[config.mk]
export PLATFORM = sky130hd
export DESIGN_NAME = ssrg_top
export DESIGN_NICKNAME = d
export VERILOG_FILES = /design/src/hdl/ssrg_group.v /design/src/hdl/ssrg_top.v
export VERILOG_INCLUDE_DIRS = /design/src /design/src/hdl
export SDC_FILE = /design/constraint.sdc
export NUM_CORES = 1
export LEC_CHECK = 0
export BUFFER_PORTS_ARGS = -buffer_cell sky130_fd_sc_hd__buf_4
export CORE_MARGIN = 2
export CORE_UTILIZATION = 38
export DETAILED_ROUTE_END_ITERATION = 16
export SLEW_MARGIN = 0
export SYNTH_ARGS = -nofsm -noshare
export SYNTH_HDL_FRONTEND = slang
export SYNTH_SLANG_ARGS = --single-unit
[constraint.sdc]
create_clock -name i_sys_clk -period 3.95 [get_ports i_sys_clk]
set_input_delay 0.1975 -clock i_sys_clk [delete_from_list [all_inputs] [get_ports i_sys_clk]]
set_output_delay 0.1975 -clock i_sys_clk [all_outputs]
set_load 0.1 [all_outputs]
[src/hdl/ssrg_map.vh]
// Register indices, live bit masks and reset values of the status register groups
`ifndef SSRG_MAP_VH
`define SSRG_MAP_VH

`define SSRG_W            16
`define SSRG_AW           4
// Register indices on the command port
`define SSRG_OP_COND      4'h0
`define SSRG_OP_EVENT     4'h1
`define SSRG_OP_ENABLE    4'h2
`define SSRG_OP_FALL      4'h3
`define SSRG_OP_RISE      4'h4
`define SSRG_QU_COND      4'h5
`define SSRG_QU_EVENT     4'h6
`define SSRG_QU_ENABLE    4'h7
`define SSRG_QU_FALL      4'h8
`define SSRG_QU_RISE      4'h9
// Live condition positions
`define SSRG_OP_LIVE      16'h1F01
`define SSRG_QU_LIVE      16'h0064
// Operation condition bit positions
`define SSRG_B_CAL        0
`define SSRG_B_STANDBY    8
`define SSRG_B_BATTERY    9
`define SSRG_B_NORMAL     10
`define SSRG_B_FATAL      11
`define SSRG_B_STEERED    12
// Bit 15 can never be written
`define SSRG_WMASK        16'h7FFF
`define SSRG_ZERO         16'h0000
`define SSRG_ONES         16'h7FFF
// Summary byte bit positions
`define SSRG_SB_QUES      3
`define SSRG_SB_ESB       5
`define SSRG_SB_REQ       6
`define SSRG_SB_OPER      7
`define SSRG_SB_ZERO      8'h00

`endif

[src/hdl/ssrg_group.v]
// One status group: condition, transition filters, sticky event, enable, summary
`timescale 1ns/1ps
module ssrg_group #(
   parameter [15:0] LIVE = 16'h0000
) (
   input  wire        i_sys_clk,
   input  wire        i_rst,
   input  wire        i_ce,
   input  wire [15:0] i_cond,
   input  wire        i_init,
   input  wire        i_preset,
   input  wire        i_clear,
   input  wire        i_ev_read,
   input  wire        i_wr_enable,
   input  wire        i_wr_fall,
   input  wire        i_wr_rise,
   input  wire [15:0] i_wdata,
   output reg  [15:0] o_cond,
   output reg  [15:0] o_event,
   output reg  [15:0] o_enable,
   output reg  [15:0] o_fall,
   output reg  [15:0] o_rise,
   output wire        o_summary
);
`include "ssrg_map.vh"

   wire [15:0] live_cond;
   wire [15:0] hits;
   wire [15:0] wval;

   assign live_cond = i_cond & LIVE;
   // Rising edge via rise filter, falling edge via fall filter
   assign hits = ((live_cond & ~o_cond) & o_rise) | ((~live_cond & o_cond) & o_fall);
   assign wval = i_wdata & `SSRG_WMASK;
   assign o_summary = |(o_event & o_enable);

   always @(posedge i_sys_clk or posedge i_rst) begin
      if (i_rst) begin
         o_cond   <= `SSRG_ZERO;
         o_event  <= `SSRG_ZERO;
         o_enable <= `SSRG_ZERO;
         o_fall   <= `SSRG_ZERO;
         o_rise   <= `SSRG_ZERO;
      end else if (i_ce) begin
         o_cond <= live_cond;
         // Set beats clear so an edge in the read cycle is kept for the next read
         if (i_ev_read || i_clear) begin
            o_event <= hits;
         end else begin
            o_event <= o_event | hits;
         end
         if (i_init) begin
            o_enable <= `SSRG_ZERO;
            o_fall   <= `SSRG_ZERO;
            o_rise   <= `SSRG_ZERO;
         end else if (i_preset) begin
            o_enable <= `SSRG_ZERO;
            o_fall   <= `SSRG_ZERO;
            o_rise   <= `SSRG_ONES;
         end else begin
            if (i_wr_enable) begin
               o_enable <= wval;
            end
            if (i_wr_fall) begin
               o_fall <= wval;
            end
            if (i_wr_rise) begin
               o_rise <= wval;
            end
         end
      end
   end
endmodule // ssrg_group

[src/hdl/ssrg_top.v]
// Operation and questionable status groups with command port and summary byte
// Overview of operation
// - Each group has condition, event, enable, rise filter and fall filter registers.
// - Operation group is 16 bits; only bits 0, 8-12 are live.
// - Questionable group is live only at bits 2, 5 and 6.
// - Reading an event register returns it and clears it.
// - Event set on filtered rising or filtered falling condition edge.
// - Condition read returns live state and changes nothing.
// - Enable write loads value; read returns it unchanged.
// - Fall filter write selects which falling edges are recorded.
// - Rise filter write selects which rising edges are recorded.
// - Written value maps by binary weight; bit 15 can never be set.
// - Any enabled questionable event sets summary byte bit 3.
// - Preset clears enables, sets rise filters, clears fall filters.
// - Any enabled operation event sets summary byte bit 7.
// - Operation condition bits: calibrate, standby, battery, normal, fatal, steered.
// - Active-low status output follows the summary request bit.
`timescale 1ns/1ps
module ssrg_top (
   input  wire        i_sys_clk,
   input  wire        i_rst,
   input  wire        i_ce,
   input  wire        i_calibrating,
   input  wire        i_standby,
   input  wire        i_on_battery,
   input  wire        i_normal,
   input  wire        i_fatal,
   input  wire        i_steered,
   input  wire [15:0] i_ques_cond,
   input  wire        i_init,
   input  wire        i_preset,
   input  wire        i_clear,
   input  wire        i_esb,
   input  wire        i_rd,
   input  wire        i_wr,
   input  wire [3:0]  i_addr,
   input  wire [15:0] i_wdata,
   output reg  [15:0] o_rdata,
   output reg         o_rvalid,
   output reg  [7:0]  o_status_byte,
   output reg         o_status_n
);
`include "ssrg_map.vh"

   // Two-stage synchronisers for pin-level condition inputs
   reg  [15:0] op_meta;
   reg  [15:0] op_sync;
   reg  [15:0] qu_meta;
   reg  [15:0] qu_sync;
   reg  [15:0] op_raw;

   // Unused operation positions stay at zero
   always @* begin
      op_raw                  = `SSRG_ZERO;
      op_raw[`SSRG_B_CAL]     = i_calibrating;
      op_raw[`SSRG_B_STANDBY] = i_standby;
      op_raw[`SSRG_B_BATTERY] = i_on_battery;
      op_raw[`SSRG_B_NORMAL]  = i_normal;
      op_raw[`SSRG_B_FATAL]   = i_fatal;
      op_raw[`SSRG_B_STEERED] = i_steered;
   end

   always @(posedge i_sys_clk or posedge i_rst) begin
      if (i_rst) begin
         op_meta <= `SSRG_ZERO;
         op_sync <= `SSRG_ZERO;
         qu_meta <= `SSRG_ZERO;
         qu_sync <= `SSRG_ZERO;
      end else if (i_ce) begin
         op_meta <= op_raw;
         op_sync <= op_meta;
         qu_meta <= i_ques_cond;
         qu_sync <= qu_meta;
      end
   end

   function sel;
      input [3:0] a;
      input [3:0] r;
      begin
         sel = (a == r);
      end
   endfunction

   wire        rd_go = i_rd & i_ce;
   wire        wr_go = i_wr & i_ce;
   wire [15:0] op_cond, op_event, op_enable, op_fall, op_rise;
   wire [15:0] qu_cond, qu_event, qu_enable, qu_fall, qu_rise;
   wire        op_sum;
   wire        qu_sum;

   ssrg_group #(.LIVE(`SSRG_OP_LIVE)) u_oper (
      .i_sys_clk   (i_sys_clk),
      .i_rst       (i_rst),
      .i_ce        (i_ce),
      .i_cond      (op_sync),
      .i_init      (i_init),
      .i_preset    (i_preset),
      .i_clear     (i_clear),
      .i_ev_read   (rd_go & sel(i_addr, `SSRG_OP_EVENT)),
      .i_wr_enable (wr_go & sel(i_addr, `SSRG_OP_ENABLE)),
      .i_wr_fall   (wr_go & sel(i_addr, `SSRG_OP_FALL)),
      .i_wr_rise   (wr_go & sel(i_addr, `SSRG_OP_RISE)),
      .i_wdata     (i_wdata),
      .o_cond      (op_cond),
      .o_event     (op_event),
      .o_enable    (op_enable),
      .o_fall      (op_fall),
      .o_rise      (op_rise),
      .o_summary   (op_sum)
   );

   ssrg_group #(.LIVE(`SSRG_QU_LIVE)) u_ques (
      .i_sys_clk   (i_sys_clk),
      .i_rst       (i_rst),
      .i_ce        (i_ce),
      .i_cond      (qu_sync),
      .i_init      (i_init),
      .i_preset    (i_preset),
      .i_clear     (i_clear),
      .i_ev_read   (rd_go & sel(i_addr, `SSRG_QU_EVENT)),
      .i_wr_enable (wr_go & sel(i_addr, `SSRG_QU_ENABLE)),
      .i_wr_fall   (wr_go & sel(i_addr, `SSRG_QU_FALL)),
      .i_wr_rise   (wr_go & sel(i_addr, `SSRG_QU_RISE)),
      .i_wdata     (i_wdata),
      .o_cond      (qu_cond),
      .o_event     (qu_event),
      .o_enable    (qu_enable),
      .o_fall      (qu_fall),
      .o_rise      (qu_rise),
      .o_summary   (qu_sum)
   );

   reg [15:0] next_rdata;

   always @* begin
      case (i_addr)
         `SSRG_OP_COND   : next_rdata = op_cond;
         `SSRG_OP_EVENT  : next_rdata = op_event;
         `SSRG_OP_ENABLE : next_rdata = op_enable;
         `SSRG_OP_FALL   : next_rdata = op_fall;
         `SSRG_OP_RISE   : next_rdata = op_rise;
         `SSRG_QU_COND   : next_rdata = qu_cond;
         `SSRG_QU_EVENT  : next_rdata = qu_event;
         `SSRG_QU_ENABLE : next_rdata = qu_enable;
         `SSRG_QU_FALL   : next_rdata = qu_fall;
         `SSRG_QU_RISE   : next_rdata = qu_rise;
         default         : next_rdata = `SSRG_ZERO;
      endcase
   end

   // Request bit mirrors the OR of summaries since no standard-event enable lives here
   wire req = op_sum | qu_sum | i_esb;

   always @(posedge i_sys_clk or posedge i_rst) begin
      if (i_rst) begin
         o_rdata       <= `SSRG_ZERO;
         o_rvalid      <= 1'b0;
         o_status_byte <= `SSRG_SB_ZERO;
         o_status_n    <= 1'b1;
      end else if (i_ce) begin
         o_rvalid <= i_rd;
         if (i_rd) begin
            o_rdata <= next_rdata;
         end
         o_status_byte                <= `SSRG_SB_ZERO;
         o_status_byte[`SSRG_SB_QUES] <= qu_sum;
         o_status_byte[`SSRG_SB_OPER] <= op_sum;
         o_status_byte[`SSRG_SB_ESB]  <= i_esb;
         o_status_byte[`SSRG_SB_REQ]  <= req;
         o_status_n                   <= ~req;
      end
   end
endmodule // ssrg_top

==> impl_metrics.json, run 1 <==
{
  "fin_hold_ws_ps": 8.797,
  "crit_path_start_kind": "input port",
  "die_h_um": 137.7,
  "total_number_of_h_tree_levels": 4,
  "grt_antenna_before_repair": 0,
  "ys_seq_area_share_pct": 54.53,
  "crit_required_ps": 4250,
  "final.min_clock_period_ps": 2211,
  "finalClockSkew_ps": 8.605,
  "port_buffers": 58,
  "critPathLaunch": "i_addr[0]",
  "ys.warnings.count": 0,
  "holdCritPathClass": "input port to asynchronous set/reset pin",
  "cts-resized-gates": 0,
  "clock_transition_at_path_regs_ps": 60,
  "final_nets": 635,
  "post-layout-total-power_mw": 3.964,
  "routedWlPerCell_um": 21.82,
  "area_delta_synth_final_pct": 17.55,
  "timing.setup.tns_ps": 0,
  "final_number_of_setup_violating_endpoints": 0,
  "report.final.slew_viol_count": 0,
  "grt_start_max_net_pins": 149,
  "design.core.area_mm2": 0.01742,
  "max_cap_violations": 0,
  "timing_worst_setup_path_type": "input port to flop",
  "cpMaxStageDelayCell": "and4bb_1",
  "synth-seq-cells": 148,
  "wl_um": 17930,
  "die-area_mm2": 0.01896,
  "vdd.ir_drop.worst_mv": 0.3111,
  "gp_congestion": 0.8135,
  "power.static_leakage_nw": 3.594,
  "placementRows": 48,
  "route.vias.total": 4881,
  "crit_chain": "buf_4 -> and4bb_1 -> a21o_1 -> nand2_1 -> a22o_1",
  "final.fill_count": 1618,
  "overflow": 0,
  "post_layout_nonfiller_instances": 822,
  "worstPathMaxFanout": 39,
  "yosysUniqueCellTypes": 52,
  "final_antenna_net_count": 0,
  "root_buffer_master": "clkbuf_16",
  "synth_edf_count": 0,
  "grt_pass1_wl_um": 28230,
  "run_status": "complete, no violations",
  "critical_path.endpoint_type": "flop",
  "post_synth_instance_area_mm2": 0.006794,
  "postSynthAreaPerCell_um2": 12.60,
  "critical_path_arrival_ps": 2510,
  "post_synth_main_area_contributors": "dfrtp_1 54%, a22o_1 8.9%, mux2_2 7.3%",
  "clkLatencyLatePin_ps": 420,
  "grt_setup_unrepaired": "false",
  "average_via_count_per_standard_cell": 5.938,
  "grt_pass1_vias": 4972,
  "post-synth-top-area-fraction_pct": 54.14,
  "worst_pin_slew_ps": 957.3,
  "powerDensity_mw_per_mm2": 496.3,
  "drc_errors": 0,
  "grt.total_usage_pct": 20.12,
  "antenna-diode-count": 0,
  "final_hold_viol_count": 0,
  "initialDrtViolationCount": 453,
  "critical-path-max-stage-delay_ps": 780,
  "numCtsBuffers": 17,
  "clockBufferDepth": 2,
  "synth-main-ff-cell": "dfrtp_1",
  "dp.final_hpwl_um": 11090,
  "chipWidth_um": 137.7,
  "post_synth_arst_share_pct": 100.0,
  "first_pass_iters": 5,
  "post_synthesis_instance_total": 539,
  "synth.largest_area_cell": "dfrtp_1",
  "final_util_pct": 45.85,
  "worst_slew_margin_rel_pct": 36.03,
  "top_level_ports": 77,
  "r2r-start": "u_ques.o_cond[5]$_DFFE_PP0P_",
  "cts_num_sinks": 148,
  "post-place-cells": 783,
  "worst-r2r-setup-slack_ps": 2510,
  "cts_tree": "done",
  "post_route_cells_drive_above_1_share_pct": 27.47,
  "fmax_mhz": 452.3,
  "period_share_pct": 55.98,
  "initial_utilization_pct": 39.01
}
==> worst paths after layout <==
check,cells after the start,to
min reg2reg,2,o_status_n$_DFFE_PP1P_
min,3,op_meta[10]$_DFFE_PP0P_
max,5,u_oper.o_fall[5]$_DFFE_PP0P_
max reg2reg,3,o_rdata[5]$_DFFE_PP0N_
min in group i_sys_clk,2,op_meta[8]$_DFFE_PP0P_
max in group asynchronous,3,o_rdata[4]$_DFFE_PP0N_
==> stage by stage <==
| step | setup WS (ps) | area (um^2) |
|---|---|---|
| 2_1_floorplan | 1892 | 6809 |
| 3_3_place_gp | 1326 | 7292 |
| 3_5_place_dp | 1278 | 7292 |
| 4_1_cts | 1725 | 7976 |
| 5_1_grt | 1666 | 7986 |
| 6_report | 1739 | 7986 |
==> sequential cells by signal, summed over array words and instances (netlist names), 4 cells and up <==
name and count:
u_oper.o_cond 6, u_oper.o_rise 15, u_ques.o_rise 15, op_meta 6, u_ques.o_fall 15, u_oper.o_event 6
op_sync 6, u_ques.o_enable 15, u_oper.o_enable 15, o_status_byte 4, u_oper.o_fall 15, o_rdata 16
==> where the power goes <==
part | switching, mW | total [mW] | internal, mW | leakage [nW]
logic | 0.325 | 0.529 | 0.204 | 1.35
clock network | 0.633 | 1.70 | 1.07 | 0.313
registers | 0.0943 | 1.73 | 1.64 | 1.93
total | 1.05 | 3.96 | 2.91 | 3.59
==> critical path, delay by kind of cell <==
family | cells | cell delay [ps]
AO/OA/AOI/OAI | 2 | 570
buffers and inverters | 1 | 510
AND/OR/NAND/NOR | 2 | 1200
==> what timing repair did <==
action,4_1_cts,5_1_grt
setup buffers,0,0
hold buffers,6,1
endpoints found under the hold margin,6,1
==> cell usage in the layout (no fill, tap or decap), types with 13 or more instances in the layout <==
master     count
a21oi_1       14
a22o_1        69
a22oi_1       27
buf_4         59
clkbuf_16     17
dfrtp_1      147
mux2_2        44
nand2_1       13
nor2_1        36
o21ai_0       17
==> per-layer routing <==
metal	GRT usage, %	routed length [um]
met1	28.28	8227
met2	31.37	8361
met3	4.231	1094
met4	6.066	249
met5	0	0
==> area by class of cell <==
class | instances | area [um^2] | area share [%]
multi-input combinational | 346 | 2824 | 35.36
timing repair buffer | 67 | 533.0 | 6.674
clock buffer | 18 | 439.2 | 5.499
clock inverter | 14 | 185.2 | 2.319
inverter | 4 | 18.77 | 0.2350
tap | 225 | 281.5 | 3.525
sequential | 148 | 3705 | 46.39
==> cell families (layout without fill, tap and decap cells) <==
group	Yosys count	after routing	synth area share, %
other	1	4	0.05520
DFF	148	148	54.53
AOI/OAI and AO/OA	168	168	19.06
and+or+nand+nor	95	95	8.361
buffers and inverters	48	103	4.070
muxes	79	79	13.92
==> Yosys cell counts (all sizes together) (6+ instances only) <==
| cell type | instances |
|---|---|
| o32a | 6 |
| a31oi | 6 |
| nand2 | 17 |
| mux2i | 12 |
| o21ai | 19 |
| buf | 34 |
| a22o | 69 |
| a21oi | 14 |
| o2bb2ai | 6 |
| clkbuf | 10 |
| nor2 | 37 |
| a221oi | 6 |
| nand3b | 9 |
| dfrtp | 147 |
| and3 | 9 |
| a22oi | 27 |
| mux2 | 64 |
(Power assumes the default switching activity.)
==> run 2: changes to the inputs <==
==> constraint.sdc (replaced) <==
create_clock -name i_sys_clk -period 1.86 [get_ports i_sys_clk]
set_input_delay 0.093 -clock i_sys_clk [delete_from_list [all_inputs] [get_ports i_sys_clk]]
set_output_delay 0.093 -clock i_sys_clk [all_outputs]
set_load 0.1 [all_outputs]
==> run 2 against run 1 <==
Sequential share of layout area is 2.3 points lower. Die area stayed put. First-iteration DRC count is 8.6% higher. Sequential power is 110% higher. Global-route usage is 0.76 points higher. Hold slack better by 210 ps. Sequential cell count stayed put. Critical path depth is 2 lower. Largest power group unchanged.
==> impl_metrics.json, run 2 (synthesis results as in run 1) <==
{
  "max_cap_violations": 0,
  "largest_register_ff_count": 16,
  "initialDrtViolationCount": 492,
  "r2r-end": "o_status_byte[6]$_DFFE_PP0P_",
  "fmax_mhz": 667.6,
  "antenna-diode-count": 0,
  "critical_path_arrival_ps": 1810,
  "finalClockSkew_ps": 7.723,
  "post_route_cells_drive_above_1_share_pct": 30.26,
  "worst_slew_margin_rel_pct": 52.16,
  "most_flop_heavy_register": "o_rdata",
  "total_number_of_h_tree_levels": 4,
  "post-cts-setup-buffer-count": 0,
  "root_buffer_master": "clkbuf_16",
  "first_pass_iters": 5,
  "routedWlPerCell_um": 21.58,
  "route.vias.total": 5081,
  "report.final.slew_viol_count": 0,
  "cts_tree": "done",
  "powerDensity_mw_per_mm2": 968.3,
  "placementRows": 48,
  "reg2reg_depth": 3,
  "wl_um": 18900,
  "worst-r2r-setup-slack_ps": 360,
  "final_nets": 689,
  "grt_pass1_vias": 5193,
  "area_delta_synth_final_pct": 23.76,
  "hold-path-endpoint": "u_ques.o_rise[1]$_DFFE_PP0P_",
  "vdd.ir_drop.worst_mv": 0.7476,
  "final.min_clock_period_ps": 1498,
  "grt_start_max_net_pins": 48,
  "grt_pass1_wl_um": 29420,
  "cts_num_sinks": 148,
  "final_antenna_net_count": 0,
  "holdCritPathClass": "input port to flop",
  "final_number_of_setup_violating_endpoints": 0,
  "die-area_mm2": 0.01896,
  "cts-resized-gates": 0,
  "fin_hold_ws_ps": 215.6,
  "layout_commonest_cell": "dfrtp_1",
  "final.fill_count": 1580,
  "multi_input_comb_area_mm2": 0.002824,
  "dp.final_hpwl_um": 12410,
  "chipWidth_um": 137.7,
  "port_buffers": 58,
  "average_via_count_per_standard_cell": 5.800,
  "numCtsBuffers": 17,
  "min_path_cells": 3,
  "clock_transition_at_path_regs_ps": 60,
  "timing_worst_setup_path_type": "flop to flop",
  "final_hold_viol_count": 0,
  "die_h_um": 137.7,
  "critical_path.endpoint_type": "flop",
  "postLayoutCellArea_mm2": 0.008408,
  "clkLatencyLatePin_ps": 420,
  "design.core.area_mm2": 0.01742,
  "run_status": "complete, no violations",
  "power.static_leakage_nw": 3.827,
  "top_level_ports": 77,
  "worst_pin_slew_ps": 712.8,
  "initial_utilization_pct": 39.01,
  "gp_congestion": 0.8218,
  "overflow": 0,
  "crit_path_start_kind": "flop",
  "grt_antenna_before_repair": 0,
  "area.sequential_mm2": 0.003705,
  "most-common-layout-cells": "147 x dfrtp_1, 91 x buf_4, 69 x a22o_1",
  "placement.cell_area_mm2": 0.007592,
  "period_share_pct": 80.54,
  "clockBufferDepth": 2,
  "worstPathMaxFanout": 3,
  "r2r-start": "u_ques.o_enable[6]$_DFFE_PP0P_",
  "crit_required_ps": 2170,
  "post_cts_hold_buffer_count": 26,
  "timing.hold.worst.start": "i_init",
  "drc_errors": 0,
  "grt_setup_unrepaired": "false",
  "grt.total_usage_pct": 20.88
}
==> run 2: changes by cell type in the layout (fill, tap and decap cells not counted), sizes merged <==
cell         previous run  this run
buf                    60        95
clkinv                 10         8
bufinv                  4         1
dlygate4sd3             7        26
clkinvlp                1         2
clkbuf                 18        22
==> run 2: metal layers <==
metal,up-vias,global-route usage (%),routed length (um)
li1,2237,-,-
met1,2617,28.54,8553
met2,202,33.03,8974
met3,25,4.857,1099
met4,0,6.519,276
met5,-,0,0
==> run 2: power by group <==
group	internal (mW)	total, mW	switching (mW)
combinational	0.507	1.22	0.716
sequential	3.48	3.68	0.207
clock	1.93	3.23	1.30
==> run 2: worst max-delay path by stage <==
stage                                        start                      endpoint  slack, ps  cells past startpoint
CTS                 u_ques.o_enable[6]$_DFFE_PP0P_  o_status_byte[6]$_DFFE_PP0P_        400                      3
finish              u_ques.o_enable[6]$_DFFE_PP0P_  o_status_byte[6]$_DFFE_PP0P_        360                      3
floorplan                                    i_rst        o_rdata[0]$_DFFE_PP0N_        -90                      1
global placement                            i_init  u_oper.o_fall[6]$_DFFE_PP0P_        240                      7
detailed placement                          i_init  u_oper.o_fall[0]$_DFFE_PP0P_        190                      7
global route        u_ques.o_enable[6]$_DFFE_PP0P_  o_status_byte[6]$_DFFE_PP0P_        320                      3
==> run 2: area by class of cell <==
cell class | instances | share of cell area [%]
clock buffers | 22 | 5.640
clock inverters | 10 | 0.9673
inverters | 4 | 0.2232
multi-input cells | 346 | 33.59
flip-flops and latches | 148 | 44.06
well taps | 225 | 3.348
repair buffers | 121 | 12.17
==> run 2: metrics by stage <==
stage | instances | utilization, % | worst slack (ps) | total power, mW | setup TNS [ps]
finish | 876 | 48.28 | 362.0 | 8.142 | 0
global route | 876 | 48.28 | 315.0 | 8.443 | 0
CTS | 876 | 48.28 | 395.7 | 8.190 | 0
detailed placement | 818 | 43.59 | 194.7 | 4.912 | 0
global placement | 818 | 43.59 | 236.1 | 4.878 | 0
floorplan | 542 | - | -93.18 | 4.514 | -13700
==> run 2: critical path, cell delays in order, from the launching register on <==
cell and delay [ps]:
dfrtp_1 390, a222oi_1 610, nand4b_1 230, o21a_1 160
